## src/standby_defines.svh

```systemverilog
// Shared offsets, field positions, reset values and timing counts of the standby controller
`ifndef STANDBY_DEFINES_SVH
`define STANDBY_DEFINES_SVH
// ----------------------------------------
// Timing
// ----------------------------------------
`define CLK_MHZ           125
`define STAB_BASE_CYCLES  16
`define REF_SETTLE_US     300
`define OSC_SETTLE_US     50
`define SETTLE_CYCLES     ((`REF_SETTLE_US + `OSC_SETTLE_US) * `CLK_MHZ)
`define SETTLE_NOPS       85
`define LS_MAX_KHZ        480
`define STS_RESET         3'h5
// ----------------------------------------
// Peripheral gate indexes
// ----------------------------------------
`define PG_TIMER_A        0
`define PG_SERIAL         1
`define PG_WDT            2
`define PG_HIZ            3
`define PG_POC            4
`define PG_LVD            5
`define PG_EXTINT         6
`define PG_INV_TIMER      7
`define PG_TIMER16        8
`define PG_TIMER_B        9
`define PG_RTPORT         10
`define PG_ADC            11
`define PG_MULDIV         12
`define PG_COUNT          13
// ----------------------------------------
// Register offsets of the controller
// ----------------------------------------
`define OFS_CTRL          8'h00
`define OFS_IRQ           8'h04
`define OFS_CFG           8'h08
`define OFS_STAT          8'h0C
`define OFS_PORT          8'h10
// CTRL bits
`define CTRL_HALT         0
`define CTRL_STOP         1
`define CTRL_RESET        2
`define CTRL_CLR          3
// IRQ bits
`define IRQ_FLAG          0
`define IRQ_MASK          1
`define IRQ_PRIO          2
`define IRQ_IE            3
`define IRQ_ISP           4
// CFG bits
`define CFG_STS_LSB       0
`define CFG_LS_STOP       3
`define CFG_LS_STOPPABLE  4
`define CFG_ON_LOWSPEED   5
`define CFG_HS_INT_RUN    6
`define CFG_TA_EXT        7
`define CFG_SER_TB        8
`define CFG_TB_RUN        9
`define CFG_MAIN_SEL      10
`define CFG_EXT_CLK       11
`endif

```

## src/standby_pkg.sv

```systemverilog
// Types shared by both ends of the standby link
package standby_pkg;
  // One-hot standby states
  typedef enum logic [3:0] {
    ST_RUN  = 4'h1,
    ST_HALT = 4'h2,
    ST_STOP = 4'h4,
    ST_WAIT = 4'h8
  } standby_state_e;
endpackage

```

## src/standby_if.sv

```systemverilog
// Link between the CPU/interrupt side and the standby controller
`timescale 1ns/1ns
interface standby_if;
  logic        halt_exec;                 // HALT instruction, pulse
  logic        stop_exec;                 // STOP instruction, pulse
  logic        reset_in;                  // Reset input, pulse
  logic        irq_flag;                  // Pending request flag
  logic        interrupt_mask_flag;
  logic        interrupt_priority_flag;
  logic        global_interrupt_enable;
  logic        in_service_priority_flag;
  logic [2:0]  stabilization_time_select;
  logic        lowspeed_osc_stop_bit;
  logic        ls_stoppable;              // Option: with the low-speed osc stop bit, WDT is gated in STOP
  logic        timer_a_ext_sel;           // Timer A counts its external input
  logic        serial_from_timer_b;       // Serial clock is timer B output
  logic        timer_b_running;
  logic [3:0]  mode;                      // standby_state_e code
  logic        wake;                      // Release pulse
  logic        wake_vector;               // With wake: 1 vector, 0 next instr
  logic        reset_seq;                 // Reset processing pulse
  logic        cpu_clk_en;
  logic        x1_osc_en;
  logic        hs_osc_en;
  logic        ls_osc_en;
  logic        stabilization_counter_status;
  logic        port_hold;                 // Port latches frozen
  logic [12:0] periph_en;
  modport dev (input halt_exec, stop_exec, reset_in, irq_flag, interrupt_mask_flag,
               interrupt_priority_flag, global_interrupt_enable, in_service_priority_flag,
               stabilization_time_select, lowspeed_osc_stop_bit, ls_stoppable,
               timer_a_ext_sel, serial_from_timer_b, timer_b_running,
               output mode, wake, wake_vector, reset_seq, cpu_clk_en, x1_osc_en, hs_osc_en,
               ls_osc_en, stabilization_counter_status, port_hold, periph_en);
  modport cpu (output halt_exec, stop_exec, reset_in, irq_flag, interrupt_mask_flag,
               interrupt_priority_flag, global_interrupt_enable, in_service_priority_flag,
               stabilization_time_select, lowspeed_osc_stop_bit, ls_stoppable,
               timer_a_ext_sel, serial_from_timer_b, timer_b_running,
               input mode, wake, wake_vector, reset_seq, cpu_clk_en, x1_osc_en, hs_osc_en,
               ls_osc_en, stabilization_counter_status, port_hold, periph_en);
endinterface

```

## src/standby_cpu_side.sv

```systemverilog
// CPU-side end: AXI4-Lite register file driving the standby link
`timescale 1ns/1ns
`include "standby_defines.svh"

module standby_cpu_side
  import standby_pkg::*;
#(
  parameter int SETTLE = `SETTLE_CYCLES   // Internal high-speed settling wait
) (
  input  wire logic        aclk,
  input  wire logic        aresetn,
  input  wire logic [7:0]  s_awaddr,
  input  wire logic        s_awvalid,
  output logic             s_awready,
  input  wire logic [31:0] s_wdata,
  input  wire logic [3:0]  s_wstrb,
  input  wire logic        s_wvalid,
  output logic             s_wready,
  output logic [1:0]       s_bresp,
  output logic             s_bvalid,
  input  wire logic        s_bready,
  input  wire logic [7:0]  s_araddr,
  input  wire logic        s_arvalid,
  output logic             s_arready,
  output logic [31:0]      s_rdata,
  output logic [1:0]       s_rresp,
  output logic             s_rvalid,
  input  wire logic        s_rready,
  output logic [7:0]       port_out,      // Port output latches
  standby_if.cpu           sb
);

  // ----------------------------------------
  // Declarations
  // ----------------------------------------
  logic [7:0]  aw_reg;           // Captured write address
  logic        aw_got;
  logic [31:0] w_reg;            // Captured write data
  logic        w_got;
  logic        wstrb0_reg;       // Either of the two low byte lanes enabled
  logic [4:0]  irq_reg;          // Request, mask, priority, enable, in-service
  logic [11:0] cfg_reg;          // Configuration bits
  logic [7:0]  port_reg;         // Port latch value
  logic [2:0]  cmd_reg;          // One-cycle commands
  logic        refused_reg;      // STOP refused, sticky
  logic        woke_reg;         // Wake seen, sticky
  logic        last_vec_reg;     // Kind of the last wake
  logic [31:0] settle_reg;       // Settling countdown after reset
  logic        do_write;
  logic        hit_w;
  logic        hit_r;
  logic        stop_bad;

  // ----------------------------------------
  // AXI4-Lite write channel
  // ----------------------------------------
  // Address and data may arrive in either order; the answer follows both
  assign s_awready = ~aw_got & ~s_bvalid;
  assign s_wready  = ~w_got & ~s_bvalid;
  assign do_write  = aw_got & w_got & ~s_bvalid;
  assign hit_w     = aw_reg == `OFS_CTRL || aw_reg == `OFS_IRQ || aw_reg == `OFS_CFG ||
                     aw_reg == `OFS_STAT || aw_reg == `OFS_PORT;

  always_ff @(posedge aclk) begin
    if (!aresetn) begin
      aw_got <= 1'b0;
      aw_reg <= 8'h00;
      w_got  <= 1'b0;
      w_reg  <= 32'h00000000;
      wstrb0_reg <= 1'b0;
    end else begin
      if (s_awvalid && s_awready) begin
        aw_got <= 1'b1;
        aw_reg <= s_awaddr;
      end else if (do_write) begin
        aw_got <= 1'b0;
      end
      if (s_wvalid && s_wready) begin
        w_got      <= 1'b1;
        w_reg      <= s_wdata;
        wstrb0_reg <= s_wstrb[0] | s_wstrb[1];
      end else if (do_write) begin
        w_got <= 1'b0;
      end
    end
  end

  always_ff @(posedge aclk) begin
    if (!aresetn) begin
      s_bvalid <= 1'b0;
      s_bresp  <= 2'h0;
    end else if (do_write) begin
      s_bvalid <= 1'b1;
      s_bresp  <= hit_w ? 2'h0 : 2'h2;
    end else if (s_bready) begin
      s_bvalid <= 1'b0;
    end
  end

  // ----------------------------------------
  // Registers
  // ----------------------------------------
  // Software may not STOP while the internal high-speed clock runs the CPU
  assign stop_bad = cfg_reg[`CFG_HS_INT_RUN] & ~cfg_reg[`CFG_ON_LOWSPEED];

  always_ff @(posedge aclk) begin
    if (!aresetn) begin
      cmd_reg <= 3'h0;
    end else if (do_write && aw_reg == `OFS_CTRL && wstrb0_reg) begin
      cmd_reg[`CTRL_HALT]  <= w_reg[`CTRL_HALT];
      cmd_reg[`CTRL_STOP]  <= w_reg[`CTRL_STOP] & ~stop_bad;
      cmd_reg[`CTRL_RESET] <= w_reg[`CTRL_RESET];
    end else begin
      cmd_reg <= 3'h0;
    end
  end

  always_ff @(posedge aclk) begin
    if (!aresetn) begin
      irq_reg  <= 5'h00;
      port_reg <= 8'h00;
    end else if (do_write && wstrb0_reg) begin
      if (aw_reg == `OFS_IRQ) begin
        irq_reg <= w_reg[4:0];
      end
      // Port writes are dropped while the latches are frozen
      if (aw_reg == `OFS_PORT && !sb.port_hold) begin
        port_reg <= w_reg[7:0];
      end
    end
  end

  // Main clock select is held back until the settling wait ends, unless the clock is external
  always_ff @(posedge aclk) begin
    if (!aresetn) begin
      cfg_reg <= {9'h000, `STS_RESET};
    end else if (do_write && aw_reg == `OFS_CFG && wstrb0_reg) begin
      cfg_reg[9:0]          <= w_reg[9:0];
      cfg_reg[`CFG_EXT_CLK] <= w_reg[`CFG_EXT_CLK];
      if (settle_reg == 32'h00000000 || w_reg[`CFG_EXT_CLK]) begin
        cfg_reg[`CFG_MAIN_SEL] <= w_reg[`CFG_MAIN_SEL];
      end
    end
  end

  // Stands in for the software NOP loop after reset
  always_ff @(posedge aclk) begin
    if (!aresetn) begin
      settle_reg <= 32'(SETTLE);
    end else if (settle_reg != 32'h00000000) begin
      settle_reg <= settle_reg - 32'h00000001;
    end
  end

  // Sticky status: hardware set wins over the software clear
  always_ff @(posedge aclk) begin
    if (!aresetn) begin
      refused_reg  <= 1'b0;
      woke_reg     <= 1'b0;
      last_vec_reg <= 1'b0;
    end else begin
      if (do_write && aw_reg == `OFS_CTRL && w_reg[`CTRL_STOP] && stop_bad) begin
        refused_reg <= 1'b1;
      end else if (do_write && aw_reg == `OFS_CTRL && w_reg[`CTRL_CLR]) begin
        refused_reg <= 1'b0;
      end
      if (sb.wake) begin
        woke_reg     <= 1'b1;
        last_vec_reg <= sb.wake_vector;
      end else if (do_write && aw_reg == `OFS_CTRL && w_reg[`CTRL_CLR]) begin
        woke_reg <= 1'b0;
      end
    end
  end

  // ----------------------------------------
  // AXI4-Lite read channel
  // ----------------------------------------
  assign s_arready = ~s_rvalid;
  assign hit_r     = s_araddr == `OFS_CTRL || s_araddr == `OFS_IRQ || s_araddr == `OFS_CFG ||
                     s_araddr == `OFS_STAT || s_araddr == `OFS_PORT;

  always_ff @(posedge aclk) begin
    if (!aresetn) begin
      s_rvalid <= 1'b0;
      s_rdata  <= 32'h00000000;
      s_rresp  <= 2'h0;
    end else if (s_arvalid && s_arready) begin
      s_rvalid <= 1'b1;
      s_rresp  <= hit_r ? 2'h0 : 2'h2;
      unique case (s_araddr)
        `OFS_IRQ:  s_rdata <= {27'h0000000, irq_reg};
        `OFS_CFG:  s_rdata <= {20'h00000, cfg_reg};
        `OFS_STAT: s_rdata <= {sb.periph_en, 7'h00, sb.stabilization_counter_status, sb.ls_osc_en,
                               sb.hs_osc_en, sb.x1_osc_en, sb.cpu_clk_en, sb.mode,
                               last_vec_reg, woke_reg, refused_reg};
        `OFS_PORT: s_rdata <= {24'h000000, port_reg};
        default:   s_rdata <= 32'h00000000;
      endcase
    end else if (s_rready) begin
      s_rvalid <= 1'b0;
    end
  end

  // ----------------------------------------
  // Link drive
  // ----------------------------------------
  assign sb.halt_exec                 = cmd_reg[`CTRL_HALT];
  assign sb.stop_exec                 = cmd_reg[`CTRL_STOP];
  assign sb.reset_in                  = cmd_reg[`CTRL_RESET];
  assign sb.irq_flag                  = irq_reg[`IRQ_FLAG];
  assign sb.interrupt_mask_flag       = irq_reg[`IRQ_MASK];
  assign sb.interrupt_priority_flag   = irq_reg[`IRQ_PRIO];
  assign sb.global_interrupt_enable   = irq_reg[`IRQ_IE];
  assign sb.in_service_priority_flag  = irq_reg[`IRQ_ISP];
  assign sb.stabilization_time_select = cfg_reg[2:0];
  assign sb.lowspeed_osc_stop_bit     = cfg_reg[`CFG_LS_STOP];
  assign sb.ls_stoppable              = cfg_reg[`CFG_LS_STOPPABLE];
  assign sb.timer_a_ext_sel           = cfg_reg[`CFG_TA_EXT];
  assign sb.serial_from_timer_b       = cfg_reg[`CFG_SER_TB];
  assign sb.timer_b_running           = cfg_reg[`CFG_TB_RUN];
  assign port_out                     = port_reg;

endmodule

```

## src/flat_wrapper.sv

```systemverilog
// flat-port wrapper written by rule: the top's interface ports become plain ports
module standby_cpu_side_flat import standby_pkg::*;
#(
  parameter int SETTLE = `SETTLE_CYCLES                                       
)
  (aclk, aresetn, s_awaddr, s_awvalid, s_awready, s_wdata, s_wstrb, s_wvalid, s_wready, s_bresp, s_bvalid, s_bready, s_araddr, s_arvalid, s_arready, s_rdata, s_rresp, s_rvalid, s_rready, port_out, sb_halt_exec, sb_stop_exec, sb_reset_in, sb_irq_flag, sb_interrupt_mask_flag, sb_interrupt_priority_flag, sb_global_interrupt_enable, sb_in_service_priority_flag, sb_stabilization_time_select, sb_lowspeed_osc_stop_bit, sb_ls_stoppable, sb_timer_a_ext_sel, sb_serial_from_timer_b, sb_timer_b_running, sb_mode, sb_wake, sb_wake_vector, sb_reset_seq, sb_cpu_clk_en, sb_x1_osc_en, sb_hs_osc_en, sb_ls_osc_en, sb_stabilization_counter_status, sb_port_hold, sb_periph_en);
  standby_if sb_i ();
  input  wire logic aclk;
  input  wire logic aresetn;
  input  wire logic [7:0] s_awaddr;
  input  wire logic s_awvalid;
  output logic s_awready;
  input  wire logic [31:0] s_wdata;
  input  wire logic [3:0] s_wstrb;
  input  wire logic s_wvalid;
  output logic s_wready;
  output logic [1:0] s_bresp;
  output logic s_bvalid;
  input  wire logic s_bready;
  input  wire logic [7:0] s_araddr;
  input  wire logic s_arvalid;
  output logic s_arready;
  output logic [31:0] s_rdata;
  output logic [1:0] s_rresp;
  output logic s_rvalid;
  input  wire logic s_rready;
  output logic [7:0] port_out;
  output wire logic [$bits(sb_i.halt_exec)-1:0] sb_halt_exec;
  output wire logic [$bits(sb_i.stop_exec)-1:0] sb_stop_exec;
  output wire logic [$bits(sb_i.reset_in)-1:0] sb_reset_in;
  output wire logic [$bits(sb_i.irq_flag)-1:0] sb_irq_flag;
  output wire logic [$bits(sb_i.interrupt_mask_flag)-1:0] sb_interrupt_mask_flag;
  output wire logic [$bits(sb_i.interrupt_priority_flag)-1:0] sb_interrupt_priority_flag;
  output wire logic [$bits(sb_i.global_interrupt_enable)-1:0] sb_global_interrupt_enable;
  output wire logic [$bits(sb_i.in_service_priority_flag)-1:0] sb_in_service_priority_flag;
  output wire logic [$bits(sb_i.stabilization_time_select)-1:0] sb_stabilization_time_select;
  output wire logic [$bits(sb_i.lowspeed_osc_stop_bit)-1:0] sb_lowspeed_osc_stop_bit;
  output wire logic [$bits(sb_i.ls_stoppable)-1:0] sb_ls_stoppable;
  output wire logic [$bits(sb_i.timer_a_ext_sel)-1:0] sb_timer_a_ext_sel;
  output wire logic [$bits(sb_i.serial_from_timer_b)-1:0] sb_serial_from_timer_b;
  output wire logic [$bits(sb_i.timer_b_running)-1:0] sb_timer_b_running;
  input wire logic [$bits(sb_i.mode)-1:0] sb_mode;
  input wire logic [$bits(sb_i.wake)-1:0] sb_wake;
  input wire logic [$bits(sb_i.wake_vector)-1:0] sb_wake_vector;
  input wire logic [$bits(sb_i.reset_seq)-1:0] sb_reset_seq;
  input wire logic [$bits(sb_i.cpu_clk_en)-1:0] sb_cpu_clk_en;
  input wire logic [$bits(sb_i.x1_osc_en)-1:0] sb_x1_osc_en;
  input wire logic [$bits(sb_i.hs_osc_en)-1:0] sb_hs_osc_en;
  input wire logic [$bits(sb_i.ls_osc_en)-1:0] sb_ls_osc_en;
  input wire logic [$bits(sb_i.stabilization_counter_status)-1:0] sb_stabilization_counter_status;
  input wire logic [$bits(sb_i.port_hold)-1:0] sb_port_hold;
  input wire logic [$bits(sb_i.periph_en)-1:0] sb_periph_en;
  assign sb_halt_exec = sb_i.halt_exec;
  assign sb_stop_exec = sb_i.stop_exec;
  assign sb_reset_in = sb_i.reset_in;
  assign sb_irq_flag = sb_i.irq_flag;
  assign sb_interrupt_mask_flag = sb_i.interrupt_mask_flag;
  assign sb_interrupt_priority_flag = sb_i.interrupt_priority_flag;
  assign sb_global_interrupt_enable = sb_i.global_interrupt_enable;
  assign sb_in_service_priority_flag = sb_i.in_service_priority_flag;
  assign sb_stabilization_time_select = sb_i.stabilization_time_select;
  assign sb_lowspeed_osc_stop_bit = sb_i.lowspeed_osc_stop_bit;
  assign sb_ls_stoppable = sb_i.ls_stoppable;
  assign sb_timer_a_ext_sel = sb_i.timer_a_ext_sel;
  assign sb_serial_from_timer_b = sb_i.serial_from_timer_b;
  assign sb_timer_b_running = sb_i.timer_b_running;
  assign sb_i.mode = sb_mode;
  assign sb_i.wake = sb_wake;
  assign sb_i.wake_vector = sb_wake_vector;
  assign sb_i.reset_seq = sb_reset_seq;
  assign sb_i.cpu_clk_en = sb_cpu_clk_en;
  assign sb_i.x1_osc_en = sb_x1_osc_en;
  assign sb_i.hs_osc_en = sb_hs_osc_en;
  assign sb_i.ls_osc_en = sb_ls_osc_en;
  assign sb_i.stabilization_counter_status = sb_stabilization_counter_status;
  assign sb_i.port_hold = sb_port_hold;
  assign sb_i.periph_en = sb_periph_en;
  standby_cpu_side #(.SETTLE(SETTLE)) u_core (.aclk(aclk), .aresetn(aresetn), .s_awaddr(s_awaddr), .s_awvalid(s_awvalid), .s_awready(s_awready), .s_wdata(s_wdata), .s_wstrb(s_wstrb), .s_wvalid(s_wvalid), .s_wready(s_wready), .s_bresp(s_bresp), .s_bvalid(s_bvalid), .s_bready(s_bready), .s_araddr(s_araddr), .s_arvalid(s_arvalid), .s_arready(s_arready), .s_rdata(s_rdata), .s_rresp(s_rresp), .s_rvalid(s_rvalid), .s_rready(s_rready), .port_out(port_out), .sb(sb_i));
endmodule
```

## config.mk

```make
export PLATFORM = sky130hd
export DESIGN_NAME = standby_cpu_side_flat
export DESIGN_NICKNAME = d
export VERILOG_FILES = /design/src/standby_pkg.sv /design/src/standby_if.sv /design/src/standby_cpu_side.sv /design/src/flat_wrapper.sv
export VERILOG_INCLUDE_DIRS = /design/src
export SDC_FILE = /design/constraint.sdc
export NUM_CORES = 1
export LEC_CHECK = 0
export BUFFER_PORTS_ARGS = -buffer_cell sky130_fd_sc_hd__buf_4
export CORE_ASPECT_RATIO = 0.5
export CORE_MARGIN = 4
export CORE_UTILIZATION = 56
export DETAILED_ROUTE_END_ITERATION = 6
export PLACE_DENSITY = 0.94
export SLEW_MARGIN = 5
export SYNTH_ARGS = -nofsm -noshare
export SYNTH_HDL_FRONTEND = slang
export SYNTH_SLANG_ARGS = --single-unit
```

## constraint.sdc

```tcl
create_clock -name aclk -period 4.1 [get_ports aclk]
set_clock_uncertainty 0.1 [all_clocks]
set_input_delay 0.82 -clock aclk [delete_from_list [all_inputs] [get_ports aclk]]
set_output_delay 0.82 -clock aclk [all_outputs]
set_load 0.05 [all_outputs]
```

# Yosys cells after proc, flatten, opt, wreduce, memory -nomap -nowiden
# Index checks and enable logic that the tools add are counted.
[word_totals]
register_bits = 124
inputBits = 85
output_inout_bits = 65
[classes]
addsub = 1
n_eq_ne = 8
mux = 13
n_bitwise = 13
n_reduce_logical = 36
[ops]
columns = ["cell", "count"]
rows = [
  ["32-bit one-hot mux with 4 select lines", 1],
  ["8-bit by 4-bit equality test with 1-bit output, second input constant", 4],
  ["32-bit logical NOT", 1],
  ["32-bit nonzero test", 1],
  ["32-bit by 1-bit subtractor with 32-bit output, second input constant", 1],
  ["8-bit by 3-bit equality test with 1-bit output, second input constant", 2],
  ["8-bit by 5-bit equality test with 1-bit output, second input constant", 2],
  ["8-bit logical NOT", 2],
  ["1-bit logical AND", 12],
  ["2-bit nonzero test", 6],
  ["1-bit two-way mux", 10],
  ["1-bit logical OR", 9],
  ["2-bit AND reduction", 4],
  ["1-bit AND", 6],
  ["1-bit NOT", 6],
  ["2-bit two-way mux", 2],
  ["1-bit logical NOT", 1],
  ["1-bit bitwise OR", 1],
]

# Logic depth before layout (Yosys ltp)
[depth]
depth_word = 6
mapped_depth = 9
depth_no_buf = 8

# Least setup slack after synthesis
# OpenSTA, ideal clock, no wires.
[synth_timing]
path_kind = "input to register"
startpoint = "in s_araddr[1]"
endpoint = "reg u_core.s_rdata[0]"
setup_time_ns = 0.076
t_arrival_ns = 2.255
required_ns = 3.924
path_slack_ns = 1.669
stages = 7
path_buffers = 1
cell_sequence = "or4_4 -> nor2_2 -> and4bb_2 -> buf_4 -> nand2_1 -> a21o_1 -> a21boi_0"
[synth_via]
elab_chain_cells = 2
word_cells_on_any_way = 5
[synth_rtl]
columns = ["element", "line", "text"]
rows = [
  ["from (decl)", "flat_wrapper.sv:20", "input wire logic [7:0] s_araddr;"],
  ["8-bit by 5-bit equality test with 1-bit output (tied with other cells)", "standby_cpu_side.sv:191", "unique case (s_araddr)"],
  ["32-bit one-hot mux with 4 select lines *", "standby_cpu_side.sv:191", ""],
  ["to (signal assigned)", "standby_cpu_side.sv:192", "`OFS_IRQ: s_rdata <= {27'h0000000, irq_reg};"],
  ["to (signal assigned)", "standby_cpu_side.sv:193", "`OFS_CFG: s_rdata <= {20'h00000, cfg_reg};"],
  ["to (signal assigned)", "standby_cpu_side.sv:194", "`OFS_STAT: s_rdata <= {sb.periph_en, 7'h00, sb.stabilization_counter_status, sb.ls_osc_en,"],
  ["to (decl)", "standby_cpu_side.sv:25", "output logic [31:0] s_rdata,"],
]
# Every way passes the cells marked *; elsewhere a longest branch is shown, timed or not.
# A chain may end at the register's enable or synchronous reset.

# Worst setup path after layout
[layout_timing]
startpoint = "reg u_core.s_bvalid"
endpoint = "reg u_core.cfg_reg[10]"
[layout_via]
elab_chain_cells = 5
[layout_rtl]
columns = ["element", "line", "text"]
rows = [
  ["from (decl)", "standby_cpu_side.sv:20", "output logic s_bvalid,"],
  ["from (signal assigned)", "standby_cpu_side.sv:90", "s_bvalid <= 1'b0;"],
  ["from (signal assigned)", "standby_cpu_side.sv:93", "s_bvalid <= 1'b1;"],
  ["from (signal assigned)", "standby_cpu_side.sv:96", "s_bvalid <= 1'b0;"],
  ["1-bit NOT", "standby_cpu_side.sv:60", "assign do_write = aw_got & w_got & ~s_bvalid;"],
  ["1-bit AND", "standby_cpu_side.sv:60", ""],
  ["1-bit logical AND (no source line)", "--", ""],
  ["1-bit logical AND", "standby_cpu_side.sv:137", "end else if (do_write && aw_reg == `OFS_CFG && wstrb0_reg) begin"],
  ["2-bit AND reduction (no source line)", "--", ""],
  ["to (signal assigned)", "standby_cpu_side.sv:136", "cfg_reg <= {9'h000, `STS_RESET};"],
  ["to (signal, indexed assignment)", "standby_cpu_side.sv:139", "cfg_reg[`CFG_EXT_CLK] <= w_reg[`CFG_EXT_CLK];"],
  ["to (signal, indexed assignment)", "standby_cpu_side.sv:141", "cfg_reg[`CFG_MAIN_SEL] <= w_reg[`CFG_MAIN_SEL];"],
  ["to (decl)", "standby_cpu_side.sv:42", "logic [11:0] cfg_reg;"],
]
# No other way between the ends.

==> impl_metrics.ini <==
[final_layout]
final_cell_mix = buf_4 (120), dfxtp_1 (115), nand2_1 (94)
nets = 764
drive_gt1_frac = 0.249
largest_reg_flops = 32
syn2layout_area_growth_pct = 29.9
final_common_cell = buf_4
diodes = 0

[place]
io_buffers = 117
dpl_worst_slack_ns = 1.35
gp_congestion = 0.846
dpl.hpwl_um = 9040

[sta]
period_share = 0.661
setup_viol_count_final = 0
max_clock_freq_ghz = 0.369
worst_pin_slew_ns = 0.908
slew_violations = 0
setup_ws_ns = 1.39
setup_tns_ns = 0
rsz0062_at_grt = false
min_period_ns = 2.71
slew_headroom = 0.393
hold_ws_ns = 0.368
hold_violations = 0

[worst_setup_path]
critPathLaunchType = flip-flop
r2r_setup_slack_ns = 1.39
critical-path-top-delay-family = simple AND/OR/NAND/NOR gates
crit_slowest_cell = nand3_1
cp_num_buf_inv = 0
required_ns = 4.30
endpoint_kind = flip-flop
worstPathCellList = nand3b_1 -> nor4bb_1 -> nand3_1 -> o21bai_1 -> mux2i_1 -> nor2b_1
critPathMaxStageDelay_ns = 0.72
cp.arrival_ns = 2.91
worst-setup-path-type = flip-flop to flip-flop
worstPathMaxFanout = 12

[die]
die_x_um = 144
core_um2 = 8830
row_count = 24
start_util = 0.584
die-area_um2 = 10900
die_h_um = 75.9
io_pins = 150

[drt]
drcViolationCount = 0
detail-route-antenna-nets = 0
first_pass_iters = 6
routed_wl_um = 14800
route.vias.total = 4755
via_per_inst = 5.89
drt_iter0_markers = 508
wl_per_cell_um = 18.4

[power_and_ir_drop]
vdd_ir_drop_max_v = 0.000376
power_per_cell_area_nw_per_um2 = 457
p_leak_nw = 2.88

[synth]
syn_area_um2 = 5160
async_reset_ff_frac = 0
synth_cells = 571
syn_avg_cell_area_um2 = 9.03
yosys-top-cells-area = dfxtp_1 (45%), nand2_1 (6.8%), mux2i_1 (6.6%), a21boi_0 (6.0%), nor2b_1 (4.0%)
synth_top_area_share = 0.446
synth_area_leader_cell = dfxtp_1
ys.flop_type = dfxtp_1
yosys_register_bits = 115
yosysWarnings = 0
synth_edf_count = 0
yosysSeqAreaShare = 0.446
synth_cell_types = 60

[grt]
grt_max_degree = 75
grt-ovfl-total = 0
grt_pass1_wl_um = 22600
antenna_found_initial = 0
grtUsageTotal = 0.267
grt_pass1_vias = 4477

[cts]
cts_resized = 0
cts.sinks = 115
ctsLongestPathBuffers = 2
clkSlewWorstSetupHoldPaths_ns = 0.06
cts_setup_buffers = 0
cts_tree = yes
worstSkewPairLatency_ns = 0.41
cts-buffers-inserted = 17
holdBufCountCts = 0
clock-root-buffer = clkbuf_16
htree_levels = 4

[run]
drv_cap = 0

[hold_path]
hp-class = flip-flop to flip-flop

[outcome]
status = finished clean
## per-stage QoR
stage,cell area [µm²],utilization,instances,power [mW]
after floorplan,5190,-,579,1.32
after global placement,6030,0.684,776,1.39
after detailed placement,6030,0.684,776,1.40
after CTS,6700,0.759,807,3.06
after global routing,6700,0.759,807,3.13
final,6700,0.759,807,3.06
## layout make-up
cell class	count	area, µm²
sequential	115	2300
clock inverter	14	236
fill	542	2130
inverter	7	26.3
timing repair buffer	120	901
tap	117	146
multi-input combinational	417	2660
clock buffer	17	425
## layer usage
layer / vias to the layer above / global-route usage / part of all wire
met5: - / 0 / 0
met4: 0 / 0.165 / 0.041
met3: 62 / 0.0671 / 0.064
met2: 226 / 0.456 / 0.50
met1: 2301 / 0.310 / 0.40
li1: 2166 / - / -
## where the power goes
| part | leakage [nW] | switching [mW] | internal, mW |
|---|---|---|---|
| registers | 0.932 | 0.0265 | 1.14 |
| logic | 1.63 | 0.128 | 0.0869 |
| clock network | 0.319 | 0.539 | 1.13 |
| total | 2.88 | 0.694 | 2.36 |
## cell families after synthesis
group | share of synthesized area
AOI/OAI and AO/OA | 0.126
xor gates and xnor gates | 0.0340
adders and majority gates | 0.00243
buffers and inverters | 0.0449
DFF | 0.446
muxes | 0.0682
other | 0.000727
and+or+nand+nor | 0.277
## final timing paths
check             depth (start not counted)                    startpoint                         endpoint
setup / recovery                          6  u_core.s_bvalid$_SDFFE_PN0P_  u_core.cfg_reg[10]$_SDFFE_PN0P_
hold / removal                            2  u_core.w_reg[9]$_SDFFE_PN0P_     u_core.w_reg[9]$_SDFFE_PN0P_
setup reg to reg                          6  u_core.s_bvalid$_SDFFE_PN0P_  u_core.cfg_reg[10]$_SDFFE_PN0P_
hold reg to reg                           2  u_core.w_reg[9]$_SDFFE_PN0P_     u_core.w_reg[9]$_SDFFE_PN0P_
## synthesized netlist by cell type, types with 6 or more instances
cell type / n
dfxtp_1: 115
nand2_1: 94
a21boi_0: 41
mux2i_1: 34
nor2b_1: 33
nand3_1: 24
clkbuf_1: 22
and2_1: 21
o21ai_0: 19
nor3_1: 18
buf_4: 13
nor2_1: 13
xor2_1: 13
nand2b_1: 9
a21oi_1: 8
inv_1: 7
xnor2_1: 7
and3_1: 6
nor4_1: 6
## worst reg2reg max path: stages, from the launching register on
cell and delay [ns]:
dfxtp_1 0.37, nand3b_1 0.26, nor4bb_1 0.47, nand3_1 0.72
o21bai_1 0.43, mux2i_1 0.19, nor2b_1 0.06
(Power assumes the default switching activity.)
